[config.mk]
export PLATFORM = sky130hd
export DESIGN_NAME = energy_pulse_output
export DESIGN_NICKNAME = d
export VERILOG_FILES = /design/src/hw/energy_pulse_output_pkg.sv /design/src/hw/energy_pulse_output.sv
export VERILOG_INCLUDE_DIRS = /design/src /design/src/hw
export SDC_FILE = /design/constraint.sdc
export NUM_CORES = 2
export LEC_CHECK = 0
export BUFFER_PORTS_ARGS = -buffer_cell sky130_fd_sc_hd__buf_2
export CAP_MARGIN = 10
export CORE_MARGIN = 2
export CORE_UTILIZATION = 50
export CTS_BUF_LIST = sky130_fd_sc_hd__clkbuf_4
export CTS_CLUSTER_SIZE = 10
export DETAILED_ROUTE_END_ITERATION = 16
export PLACE_DENSITY = 0.69
export SYNTH_ARGS = -nofsm -noshare
export SYNTH_HDL_FRONTEND = slang
export SYNTH_SLANG_ARGS = --single-unit
[constraint.sdc]
create_clock -name pclk -period 12.7 [get_ports pclk]
set_input_delay 0.635 -clock pclk [delete_from_list [all_inputs] [get_ports pclk]]
set_output_delay 0.635 -clock pclk [all_outputs]
set_load 0.005 [all_outputs]
[src/hw/energy_pulse_output_params.svh]
`ifndef ENERGY_PULSE_OUTPUT_PARAMS_SVH
`define ENERGY_PULSE_OUTPUT_PARAMS_SVH
// ---------------------------------------------
// register byte offsets
// ---------------------------------------------
`define EPO_OFS_CTRL 12'h000
`define EPO_OFS_GEN_WIDTH 12'h004
`define EPO_OFS_CAL_WIDTH 12'h008
`define EPO_OFS_EPP 12'h00C
`define EPO_OFS_STATUS 12'h010
`define EPO_OFS_ACC 12'h014
// ---------------------------------------------
// control field positions
// ---------------------------------------------
`define EPO_GEN_STYLE_BIT 0
`define EPO_GEN_POL_BIT 1
`define EPO_GEN_PORT_LSB 4
`define EPO_CAL_STYLE_BIT 8
`define EPO_CAL_INT_LSB 9
`define EPO_CAL_PORT_LSB 12
`define EPO_CH_USED_LSB 16
// ---------------------------------------------
// reset values and timing
// ---------------------------------------------
`define EPO_CLK_HZ 25000000
`define EPO_WIDTH_DEF_S 1
`define EPO_WIDTH_DEF_CYC (`EPO_WIDTH_DEF_S * `EPO_CLK_HZ)
`define EPO_TICK_HZ 1000
`define EPO_TICK_CYC (`EPO_CLK_HZ / `EPO_TICK_HZ)
`define EPO_EPP_DEF_MWH 1800
`endif

[src/hw/energy_pulse_output_pkg.sv]
`default_nettype none
package energy_pulse_output_pkg;
	typedef enum logic [1:0] {STYLE_PULSE = 2'b00, STYLE_TRANSITION = 2'b01} style_t;
	typedef enum logic [1:0] {INT_FORWARD = 2'b00, INT_REVERSE = 2'b01, INT_ABSOLUTE = 2'b10, INT_NET = 2'b11} int_mode_t;
	typedef enum logic [1:0] {PH_IDLE = 2'b00, PH_HIGH = 2'b01, PH_LOW = 2'b10} phase_t;
	typedef struct packed {
		logic gen_style;
		logic gen_pol;
		logic [2:0] gen_port;
		logic cal_style;
		logic [1:0] cal_int;
		logic [2:0] cal_port;
		logic [31:0] gen_width;
		logic [31:0] cal_width;
		logic [31:0] epp;
		logic signed [47:0] acc;
		logic [31:0] tick_cnt;
		phase_t gen_ph;
		logic [31:0] gen_cnt;
		logic gen_lvl;
		logic [7:0] gen_pend;
		phase_t cal_ph;
		logic [31:0] cal_cnt;
		logic [31:0] cal_hi_len;
		logic cal_lvl;
		logic [7:0] cal_pend;
		logic [31:0] prdata;
		logic pready;
		logic pslverr;
		logic [7:0] ch_out;
	} state_t;
endpackage : energy_pulse_output_pkg
`default_nettype wire

[src/hw/energy_pulse_output.sv]
// Contract
// - general pulser forwards internal pulse events as pulses or transitions to a channel
// - general pulse width is programmable in seconds, one second after reset; the code takes the width in pclk cycles, reset to 25000000
// - output style chooses full pulse or single state change per event
// - polarity inverts general pulse output, ignored in transition style
// - port selector routes general output to one channel not claimed elsewhere
// - after reset no channel is selected for the general pulser
// - calibration pulser takes real, reactive or apparent power, drives one channel
// - calibration pulser accumulates energy, pulses each time constant amount is reached
// - default constant gives one pulse per 1.8 Wh
// - calibration pulse holds programmed width, duty cycle never below half; the code keeps low time at least the high time, so duty is at most half
// - calibration output style is pulse or single state change per quantum
// - calibration port selector picks one free channel, none after reset
// - selectable integration mode governs how power becomes energy
// - led calibration keeps 1.8 Wh per pulse in normal and test mode
//
// Implementation choices: the APB slave port and the register addresses.
`include "energy_pulse_output_params.svh"
`default_nettype none
module energy_pulse_output (
	input wire logic pclk,
	input wire logic presetn,
	input wire logic clk_en,
	input wire logic psel,
	input wire logic penable,
	input wire logic pwrite,
	input wire logic [11:0] paddr,
	input wire logic [31:0] pwdata,
	input wire logic [3:0] pstrb,
	output logic [31:0] prdata,
	output logic pready,
	output logic pslverr,
	input wire logic [7:0] event_in,
	input wire logic [1:0] event_sel,
	input wire logic [1:0] power_sel,
	input wire logic signed [31:0] power_real_mw,
	input wire logic signed [31:0] power_reactive_mw,
	input wire logic signed [31:0] power_apparent_mw,
	input wire logic test_mode,
	input wire logic [7:0] ch_claimed,
	output logic [7:0] ch_out
);
	// ---------------------------------------------
	// state
	// ---------------------------------------------
	energy_pulse_output_pkg::state_t s_q;
	energy_pulse_output_pkg::state_t s_d;
	logic ev_now;
	logic signed [31:0] pw;
	logic signed [47:0] inc;
	logic [47:0] epp_wide;
	logic quantum;
	logic [31:0] rd;
	logic [31:0] wmask;
	logic gen_ok;
	logic cal_ok;
	logic wr;

	// power in mW, one tick per ms: acc counts mW*ms, so one mWh of the constant is 3600000 of it
	assign epp_wide = 48'(s_q.epp) * 48'd3600000;
	assign gen_ok = s_q.gen_port != 3'h0 && !ch_claimed[s_q.gen_port - 3'h1];
	assign cal_ok = s_q.cal_port != 3'h0 && !ch_claimed[s_q.cal_port - 3'h1];

	always_comb
	begin
		s_d = s_q;
		ev_now = event_in[{1'b0, event_sel}] | event_in[{1'b1, event_sel}];
		// source choice: real, reactive or apparent power
		case (power_sel)
			2'b01: pw = power_reactive_mw;
			2'b10: pw = power_apparent_mw;
			default: pw = power_real_mw;
		endcase
		// integration mode; test_mode does not alter accumulation, keeping led rate
		case (energy_pulse_output_pkg::int_mode_t'(s_q.cal_int))
			energy_pulse_output_pkg::INT_FORWARD: inc = (pw > 0) ? 48'(pw) : 48'sd0;
			energy_pulse_output_pkg::INT_REVERSE: inc = (pw < 0) ? -48'(pw) : 48'sd0;
			energy_pulse_output_pkg::INT_ABSOLUTE: inc = (pw < 0) ? -48'(pw) : 48'(pw);
			default: inc = 48'(pw);
		endcase
		quantum = 1'b0;
		wr = psel && penable && pwrite && s_q.pready;
		wmask = {{8{pstrb[3]}}, {8{pstrb[2]}}, {8{pstrb[1]}}, {8{pstrb[0]}}};
		// ---------------------------------------------
		// energy integration
		// ---------------------------------------------
		if (s_q.tick_cnt == 32'(`EPO_TICK_CYC - 1))
		begin
			s_d.tick_cnt = 32'h0;
			s_d.acc = s_q.acc + inc;
		end
		else
			s_d.tick_cnt = s_q.tick_cnt + 32'h1;
		if (s_q.epp != 32'h0 && s_d.acc >= $signed(epp_wide))
		begin
			s_d.acc = s_d.acc - $signed(epp_wide);
			quantum = 1'b1;
		end
		else if (s_q.cal_int == 2'b11 && s_d.acc <= -$signed(epp_wide))
			s_d.acc = s_d.acc + $signed(epp_wide);
		// ---------------------------------------------
		// general pulser
		// ---------------------------------------------
		if (ev_now && s_q.gen_pend != 8'hFF)
			s_d.gen_pend = s_q.gen_pend + 8'h1;
		case (s_q.gen_ph)
			energy_pulse_output_pkg::PH_IDLE:
				if (s_q.gen_pend != 8'h0)
				begin
					s_d.gen_pend = s_d.gen_pend - 8'h1;
					if (s_q.gen_style)
						s_d.gen_lvl = !s_q.gen_lvl;
					else
					begin
						s_d.gen_lvl = 1'b1;
						s_d.gen_cnt = 32'h0;
						s_d.gen_ph = energy_pulse_output_pkg::PH_HIGH;
					end
				end
			energy_pulse_output_pkg::PH_HIGH:
				if (s_q.gen_cnt + 32'h1 >= s_q.gen_width)
				begin
					s_d.gen_lvl = 1'b0;
					s_d.gen_ph = energy_pulse_output_pkg::PH_IDLE;
				end
				else
					s_d.gen_cnt = s_q.gen_cnt + 32'h1;
			default: s_d.gen_ph = energy_pulse_output_pkg::PH_IDLE;
		endcase
		// ---------------------------------------------
		// calibration pulser
		// ---------------------------------------------
		if (quantum && s_q.cal_pend != 8'hFF)
			s_d.cal_pend = s_q.cal_pend + 8'h1;
		case (s_q.cal_ph)
			energy_pulse_output_pkg::PH_IDLE:
				if (s_q.cal_pend != 8'h0)
				begin
					s_d.cal_pend = s_d.cal_pend - 8'h1;
					if (s_q.cal_style)
						s_d.cal_lvl = !s_q.cal_lvl;
					else
					begin
						s_d.cal_lvl = 1'b1;
						s_d.cal_cnt = 32'h0;
						s_d.cal_ph = energy_pulse_output_pkg::PH_HIGH;
					end
				end
			energy_pulse_output_pkg::PH_HIGH:
				if (s_q.cal_cnt + 32'h1 >= s_q.cal_width)
				begin
					s_d.cal_lvl = 1'b0;
					s_d.cal_hi_len = s_q.cal_cnt + 32'h1;
					s_d.cal_cnt = 32'h0;
					s_d.cal_ph = energy_pulse_output_pkg::PH_LOW;
				end
				else
					s_d.cal_cnt = s_q.cal_cnt + 32'h1;
			energy_pulse_output_pkg::PH_LOW:
				// low time at least the high time; fast energy backs up in cal_pend instead
				if (s_q.cal_cnt + 32'h1 >= s_q.cal_hi_len)
					s_d.cal_ph = energy_pulse_output_pkg::PH_IDLE;
				else
					s_d.cal_cnt = s_q.cal_cnt + 32'h1;
			default: s_d.cal_ph = energy_pulse_output_pkg::PH_IDLE;
		endcase
		// ---------------------------------------------
		// channel routing
		// ---------------------------------------------
		s_d.ch_out = 8'h0;
		if (gen_ok)
			s_d.ch_out[s_q.gen_port - 3'h1] = s_q.gen_style ? s_q.gen_lvl : (s_q.gen_lvl ^ s_q.gen_pol);
		if (cal_ok && s_q.cal_port != s_q.gen_port)
			s_d.ch_out[s_q.cal_port - 3'h1] = s_q.cal_lvl;
		// ---------------------------------------------
		// apb slave, no wait state
		// ---------------------------------------------
		rd = 32'h0;
		case (paddr)
			// reserved bits read as zero so software can mask-compare the whole word
			`EPO_OFS_CTRL: rd = {8'h0, ch_claimed, 1'b0, s_q.cal_port, 1'b0, s_q.cal_int, s_q.cal_style, 1'b0,
				s_q.gen_port, 2'b0, s_q.gen_pol, s_q.gen_style};
			`EPO_OFS_GEN_WIDTH: rd = s_q.gen_width;
			`EPO_OFS_CAL_WIDTH: rd = s_q.cal_width;
			`EPO_OFS_EPP: rd = s_q.epp;
			`EPO_OFS_STATUS: rd = {22'h0, s_q.cal_ph, s_q.gen_ph, test_mode, s_q.cal_lvl, s_q.gen_lvl, gen_ok, cal_ok, 1'b0};
			`EPO_OFS_ACC: rd = s_q.acc[31:0];
			default: rd = 32'h0;
		endcase
		s_d.pready = psel && !s_q.pready;
		if (psel && !s_q.pready)
		begin
			s_d.prdata = pwrite ? 32'h0 : rd;
			s_d.pslverr = paddr[1:0] != 2'b00 || paddr > `EPO_OFS_ACC;
		end
		if (!psel)
			s_d.pslverr = 1'b0;
		if (wr && !s_q.pslverr)
			case (paddr)
				`EPO_OFS_CTRL:
					if (pstrb[0] && pstrb[1])
						{s_d.cal_port, s_d.gen_port, s_d.cal_int, s_d.cal_style, s_d.gen_pol, s_d.gen_style} =
							{pwdata[14:12], pwdata[6:4], pwdata[10:9], pwdata[8], pwdata[1], pwdata[0]};
				`EPO_OFS_GEN_WIDTH: s_d.gen_width = (s_q.gen_width & ~wmask) | (pwdata & wmask);
				`EPO_OFS_CAL_WIDTH: s_d.cal_width = (s_q.cal_width & ~wmask) | (pwdata & wmask);
				`EPO_OFS_EPP: s_d.epp = (s_q.epp & ~wmask) | (pwdata & wmask);
				default: ;
			endcase
	end

	always_ff @(posedge pclk or negedge presetn)
	begin
		if (!presetn)
		begin
			s_q <= '0;
			s_q.gen_width <= 32'(`EPO_WIDTH_DEF_CYC);
			s_q.cal_width <= 32'(`EPO_WIDTH_DEF_CYC);
			s_q.epp <= 32'(`EPO_EPP_DEF_MWH);
		end
		else if (clk_en)
			s_q <= s_d;
	end

	assign prdata = s_q.prdata;
	assign pready = s_q.pready;
	assign pslverr = s_q.pslverr;
	assign ch_out = s_q.ch_out;

	// ---------------------------------------------
	// duty watch
	// ---------------------------------------------
	// measured on the cal_lvl level itself, so a slip in the phase counters cannot hide a short low time
	logic [31:0] cal_hi_run_q;
	logic [31:0] cal_lo_run_q;
	logic [31:0] cal_hi_last_q;

	always_ff @(posedge pclk or negedge presetn)
	begin
		if (!presetn)
		begin
			cal_hi_run_q <= 32'h0;
			cal_lo_run_q <= 32'h0;
			cal_hi_last_q <= 32'h0;
		end
		else if (clk_en)
		begin
			if (s_q.cal_lvl)
			begin
				cal_hi_run_q <= cal_hi_run_q + 32'h1;
				cal_lo_run_q <= 32'h0;
			end
			else
			begin
				if (cal_hi_run_q != 32'h0)
					cal_hi_last_q <= cal_hi_run_q;
				cal_hi_run_q <= 32'h0;
				cal_lo_run_q <= cal_lo_run_q + 32'h1;
			end
		end
	end

	// ---------------------------------------------
	// checks
	// ---------------------------------------------
	a_reset_no_port: assert property (@(posedge pclk)
		$rose(presetn) |-> s_q.gen_port == 3'h0 && s_q.cal_port == 3'h0)
		else $error("port selected after reset");
	a_cal_duty: assert property (@(posedge pclk) disable iff (!presetn)
		s_q.cal_ph == energy_pulse_output_pkg::PH_LOW |-> !s_q.cal_lvl)
		else $error("calibration output high during low phase");
	a_toggle_hold: assert property (@(posedge pclk) disable iff (!presetn)
		(s_q.gen_style && s_q.gen_pend == 8'h0 && clk_en && !ev_now && $stable(s_q.gen_style)) |=> $stable(s_q.gen_lvl))
		else $error("transition output changed without event");
	a_unrouted_quiet: assert property (@(posedge pclk) disable iff (!presetn)
		(s_q.gen_port == 3'h0 && s_q.cal_port == 3'h0 && clk_en) |=> ch_out == 8'h0)
		else $error("output driven with no port");
	a_apb_answer: assert property (@(posedge pclk) disable iff (!presetn)
		(psel && !penable && !pready && clk_en) |=> pready)
		else $error("apb answer missing");
	a_apb_single: assert property (@(posedge pclk) disable iff (!presetn)
		(pready && clk_en) |=> !pready)
		else $error("apb answer held too long");
	// pulse style only: a transition may legally stay low for any time
	a_cal_low_run: assert property (@(posedge pclk) disable iff (!presetn)
		(clk_en && !s_q.cal_style && !s_q.cal_lvl && s_d.cal_lvl && cal_hi_last_q != 32'h0)
		|-> cal_lo_run_q + 32'h1 >= cal_hi_last_q)
		else $error("calibration low time shorter than high time");
	a_claimed_quiet: assert property (@(posedge pclk) disable iff (!presetn)
		clk_en |=> (ch_out & $past(ch_claimed)) == 8'h0)
		else $error("claimed channel driven");
	a_pol_ignored: assert property (@(posedge pclk) disable iff (!presetn)
		(clk_en && gen_ok && s_q.gen_style) |=> ch_out[$past(s_q.gen_port) - 3'h1] == $past(s_q.gen_lvl))
		else $error("polarity applied in transition style");
	a_reset_defaults: assert property (@(posedge pclk)
		$rose(presetn) |-> s_q.epp == 32'(`EPO_EPP_DEF_MWH)
			&& s_q.cal_width == 32'(`EPO_WIDTH_DEF_CYC) && s_q.gen_width == 32'(`EPO_WIDTH_DEF_CYC))
		else $error("defaults wrong after reset");
	c_gen_pulse: cover property (@(posedge pclk) s_q.gen_ph == energy_pulse_output_pkg::PH_HIGH);
	c_cal_quantum: cover property (@(posedge pclk) s_q.cal_ph == energy_pulse_output_pkg::PH_LOW);
	c_toggle: cover property (@(posedge pclk) s_q.cal_style && $changed(s_q.cal_lvl));
	c_claimed_block: cover property (@(posedge pclk) s_q.gen_port != 3'h0 && !gen_ok);
	c_cal_backlog: cover property (@(posedge pclk) s_q.cal_pend > 8'h1);
endmodule : energy_pulse_output
`default_nettype wire

Word-level counts from Yosys, hierarchy flattened --
Cells that the tools add are included.
Cells by class: add/subtract/negate cells 14, $mul 1, div/mod/pow operators 0, $lt $le $gt $ge 14, equal/unequal tests 27, shift-type cells 0, multiplexer cells 54, bitwise operators 11, reduce and logical (&&, ||, !) cells 48
Operator list (number):
- two-way mux 48 bit | 6
- one-hot mux 32 bit (6 select lines) | 1
- two-way mux 32 bit | 5
- one-hot mux 48 bit (3 select lines) | 1
- AND 32 bit | 4
- two-way mux 34 bit | 3
- adder 32 x 1 -> 32 bit (second input constant) | 3
- adder 48 bit | 2
- greater-or-equal comparator 32 bit | 3
- bitwise OR 32 bit | 3
- one-hot mux 32 bit (3 select lines) | 1
- one-hot mux 33 bit (2 select lines) | 1
- one-hot mux 32 bit (2 select lines) | 1
- greater-or-equal comparator 48 bit | 1
- <= comparator 48 bit | 1
- two-way mux 8 bit | 6
- negator 32 -> 48 bit | 1
- negator 48 bit | 1
- subtractor 48 bit | 1
- two-way mux 43 bit | 1
- multiplier 32 x 15 -> 41 bit (second input constant) | 1
- == test 32 x 15 -> 1 bit (second input constant) | 1
- > comparator 32 x 1 -> 1 bit (second input constant) | 1
- < comparator 32 x 1 -> 1 bit (second input constant) | 1
- other kinds (43) | 119
Word-level totals: flip-flop bits (word level) 347, latch bits 0, bits in writable memories 0, bits in read-only memories 0, output and inout port bits 42, logic and storage cells 193, memories 0

Depth between registers and ports, before layout --
depth in word-level cells 15, gate-level depth with buffers 52, mapped depth without buffers 45

Worst setup path before layout --
No wires, ideal clock.
kind input port to flip-flop, start input port power_sel[0], end register s_q[46] (netlist bit), setup time 0.131 ns, data arrival time 9.516 ns, required time 12.569 ns, setup slack 3.053 ns, stages on the path 49, buffers on the path 7, path through inv_1 > ha_1 > buf_6 > buf_2 > clkbuf_1 > a221o_1 > o21ai_0 > ha_1 > nand3_1 > nor3_2 > nand4_1 > nor3_1 > a21oi_1 > a21o_1 > buf_2 > buf_6 > nor2_1 > o21ai_0 > (+13 left out) > ha_1 > clkbuf_1 > or4b_1 > nor3_1 > and2_1 > a41o_1 > a221o_1 > a32oi_1 > o21a_1 > buf_2 > nor2_1 > nor2_1 > a21oi_1 > ha_1 > nand2_1 > o311ai_0 > o21ai_0 > xor2_1
Between the ends: longest elaborated chain between the ends 15, elaborated cells on any way between the ends 20, classes of those cells add/sub (3); order compare (3); eq/ne (2); mux (10); reduce/logical (2)
RTL lines:
- start: declaration | RTL line energy_pulse_output.sv:35 | input wire logic [1:0] power_sel,
- == test 2 bit / == test 2 x 1 -> 1 bit (equally long branches) | RTL line energy_pulse_output.sv:69 | case (power_sel)
- one-hot mux 32 bit (2 select lines) * | RTL line energy_pulse_output.sv:69
- negator 32 -> 48 bit (tied with other cells) | RTL line energy_pulse_output.sv:77, energy_pulse_output.sv:78
- two-way mux 48 bit, on equally long branches | RTL line energy_pulse_output.sv:78, energy_pulse_output.sv:76, energy_pulse_output.sv:77
- one-hot mux 48 bit (3 select lines) * | RTL line energy_pulse_output.sv:75 | case (energy_pulse_output_pkg::int_mode_t'(s_q.cal_int))
- adder 48 bit * | RTL line energy_pulse_output.sv:90 | s_d.acc = s_q.acc + inc;
- two-way mux 48 bit * | RTL line energy_pulse_output.sv:87 | if (s_q.tick_cnt == 32'(`EPO_TICK_CYC - 1))
- greater-or-equal comparator 48 bit * | RTL line energy_pulse_output.sv:94 | if (s_q.epp != 32'h0 && s_d.acc >= $signed(epp_wide))
- logical AND 1 bit * | RTL line energy_pulse_output.sv:94
- two-way mux 1 bit * | RTL line energy_pulse_output.sv:94
- logical AND 1 bit * | RTL line energy_pulse_output.sv:133 | if (quantum && s_q.cal_pend != 8'hFF)
- two-way mux 8 bit * | RTL line energy_pulse_output.sv:133
- subtractor 8 x 1 -> 8 bit | RTL line energy_pulse_output.sv:139 | s_d.cal_pend = s_d.cal_pend - 8'h1;
- two-way mux 9 bit | RTL line energy_pulse_output.sv:137 | if (s_q.cal_pend != 8'h0)
- two-way mux 8 bit * | RTL line energy_pulse_output.sv:135 | case (s_q.cal_ph)
- end: declaration | RTL line energy_pulse_output.sv:46 | energy_pulse_output_pkg::state_t s_q;
Mark *: on every way between the ends. The rest lies on a longest branch, timed or not. The select of a mux whose other input is x is not followed. A chain may end at the register's enable or synchronous reset.

Final worst setup path --
start input port power_sel[0], end register s_q[49] (netlist bit)
The elaborated chain is that of the path after synthesis.

==> flow_summary.ini <==
[synth]
async_reset_ff_share_pct = 100
post-synth-top-count-cell = inv_1
syn_area_per_cell_um2 = 8.37
synth_top_area_share_pct = 19.5
synth_top_cells_by_count = inv_1, nand2_1, ha_1
syn_nets = 5735
synth_seq_cells = 346
ys_types = 96
yosysTopAreaCell = dfrtp_1
synthFlopType = dfrtp_1
synth_edf_count = 0
synth_cells = 4870
ys_top_cells_by_area = dfrtp_1, ha_1, fa_1, inv_1, o21ai_0
syn_area_um2 = 40800
synth_seq_area_share_pct = 21.3
yosys_warnings = 0

[clock_tree]
clockRootBuffer = clkbuf_4
cts_resized = 0
cts_sinks = 346
cts_max_path_buffers = 3
cts_tree = built
clock_latency_ns = 0.93
htreeDepth = 3
path_clk_slew_ns = 0.07
numCtsBuffers = 98

[placement]
io_buffer_count = 212
dp_slack_ns = 0.511
gp_congestion = 1.02
hpwl_um = 102000

[global_route]
antenna_found_initial = 6
grt_max_degree = 87
grt_first_pass_wirelength_um = 197000
grt_usage_pct = 30.0
overflow = 0
grt_pass1_vias = 34900

[worst_setup_path]
r2r_start = s_q[248]$_DFFE_PN1P_
crit_top_cell = a21oi_1
start_kind = input port
crit_path_start = power_sel[0]
path_delay_family = compound AO/OA/AOI/OAI gates
required_ns = 13.46
cp_slowest_cell = a311oi_1
end_kind = flip-flop
worstSetupPathType = in -> reg
cp_max_fo = 26
crit_arrival_ns = 12.33
cpPeakStageDelay_ns = 0.94
crit_buf_inv = 5

[routing]
drc = 0
ant_nets = 0
avgViaCountPerCell = 5.96
wirelength_um = 127000
vias = 36800
first_pass_iters = 6
wire_per_inst_um = 20.6
drtIter0Drc = 3383

[timing]
worstMarginPinSlew_ns = 1.16
slew_headroom_pct = 22.2
fin_crit_sh_pct = 91.1
fmax_mhz = 86.5
drv_slew = 0
rsz0062_at_grt = false
fin_setup_tns_ns = 0
layout_setup_ws_ns = 1.13
setup_violations = 0
hold_violations = 0
timing.final.crit_period_ns = 11.57
skew_ns = 0.107

[die]
dieArea_um2 = 83800
initial_core_util_pct = 50.6
ios = 213
die_h_um = 289
core_area_um2 = 80500
num_rows = 104
die_w_um = 289

[final_layout]
nNetsFinal = 5893
nFillCells = 7397
drive_gt1_share_pct = 11.5
area_growth_pct = 8.34

[power]
pwr_density_cell_nw_per_um2 = 115
p_leak_uw = 0.0224
peakVddDrop_mv = 0.0785

[job]
maxCapViolations = 0

[min_path]
hold_path.class = in -> reg
hold_start = pwdata[22]

[outcome]
status = complete, no violations
==> metal layers <==
layer,track usage [%],share of wire (%),vias to the layer above
met5,0,0,-
met4,9.24,2.8,0
met3,5.37,9.2,226
met2,46.9,44,1489
met1,42.3,44,17700
li1,-,-,17400
==> sequential cells by signal, indices dropped and copies added (netlist names) <==
signal   count
pslverr      1
s_q        304
pready       1
ch_out       8
prdata      32
==> stage by stage <==
step           power (uW)  cell area [um2]  utilization [%]  instances  hold slack, ns
2_1_floorplan        3130            40800                -       4870           0.339
4_1_cts              5040            44100             54.8       6171         0.00306
6_report             5080            44100             54.8       6175          0.0517
5_1_grt              5440            44100             54.8       6172          0.0312
3_5_place_dp         3910            42600             52.8       5962           0.466
3_3_place_gp         3900            42600             52.8       5962           0.456
==> worst min-delay path, cell delays in order <==
cell	delay [ns]
buf_2	0.12
nand2_1	0.05
o21ai_0	0.07
==> path summary, 6_finish.rpt <==
check,end,slack (ns),cells after the start
worst max-delay path,s_q[49]$_DFFE_PN0P_,1.13,40
min in group asynchronous,s_q[176]$_DFFE_PN0P_,0.35,2
worst min-delay path,s_q[294]$_DFFE_PN1P_,0.05,3
worst min register to register,prdata[17]$_DFFE_PN0P_,0.47,2
worst max register to register,s_q[49]$_DFFE_PN0P_,1.37,32
max in group asynchronous,s_q[255]$_DFFE_PN0P_,10.08,4
==> where the power goes <==
group          internal [uW]  leakage (uW)  switching (uW)  total (uW)
clock                    562      0.000793             535        1100
combinational            968        0.0175            1580        2550
sequential              1210       0.00419             227        1430
==> cell families after synthesis <==
group	after synthesis	share of synthesized area [%]
adders and majority gates	694	26.0
AOI/OAI and AO/OA	1299	20.3
buffers and inverters	804	7.87
xor gates and xnor gates	253	5.44
DFF	346	21.3
and+or+nand+nor	1371	15.9
muxes	103	3.13
==> repair_timing <==
| action | 4_1_cts | 5_1_grt |
|---|---|---|
| setup buffers | 0 | 0 |
| endpoints found under the hold margin | 135 | 0 |
| endpoints found under the setup margin | 0 | 0 |
| hold buffers | 26 | 0 |
==> cells in the final DEF, fill, tap and decap left out, drive strengths merged, types with 21 or more instances in the layout <==
cell         Yosys  routed
inv            562     566
nand2          440     440
ha             438     438
o21ai          417     417
nor2           340     340
dfrtp          318     318
a21oi          299     299
buf             76     272
fa             256     256
xnor2          175     175
clkbuf         164     155
nand3          133     133
a21o           106     106
nor3            96      96
xor2            78      78
and3            76      76
nand4           63      63
mux2            55      55
o31ai           51      51
nand2b          45      45
a31oi           43      43
o21bai          36      36
a22oi           35      35
nor2b           35      35
mux2i           34      34
a211oi          34      34
nor4            33      33
a221o           31      31
dfstp           28      28
o211ai          27      27
dlygate4sd3      0      26
clkinv           2      25
o22ai           24      24
a221oi          23      23
o21a            22      22
and2            21      21
==> area by class of cell <==
class / instances / area [um2] / area share [%]
Antenna cell: 4 / 10.0 / 0.0227
Clock buffer: 155 / 1160 / 2.64
Clock inverter: 28 / 160 / 0.363
Inverter: 564 / 2120 / 4.80
Multi-Input combinational cell: 3720 / 28900 / 65.4
Sequential cell: 346 / 8690 / 19.7
Tap cell: 1060 / 1330 / 3.00
Timing Repair Buffer: 298 / 1780 / 4.04
Note: power is estimated with default switching activity, not from simulation.
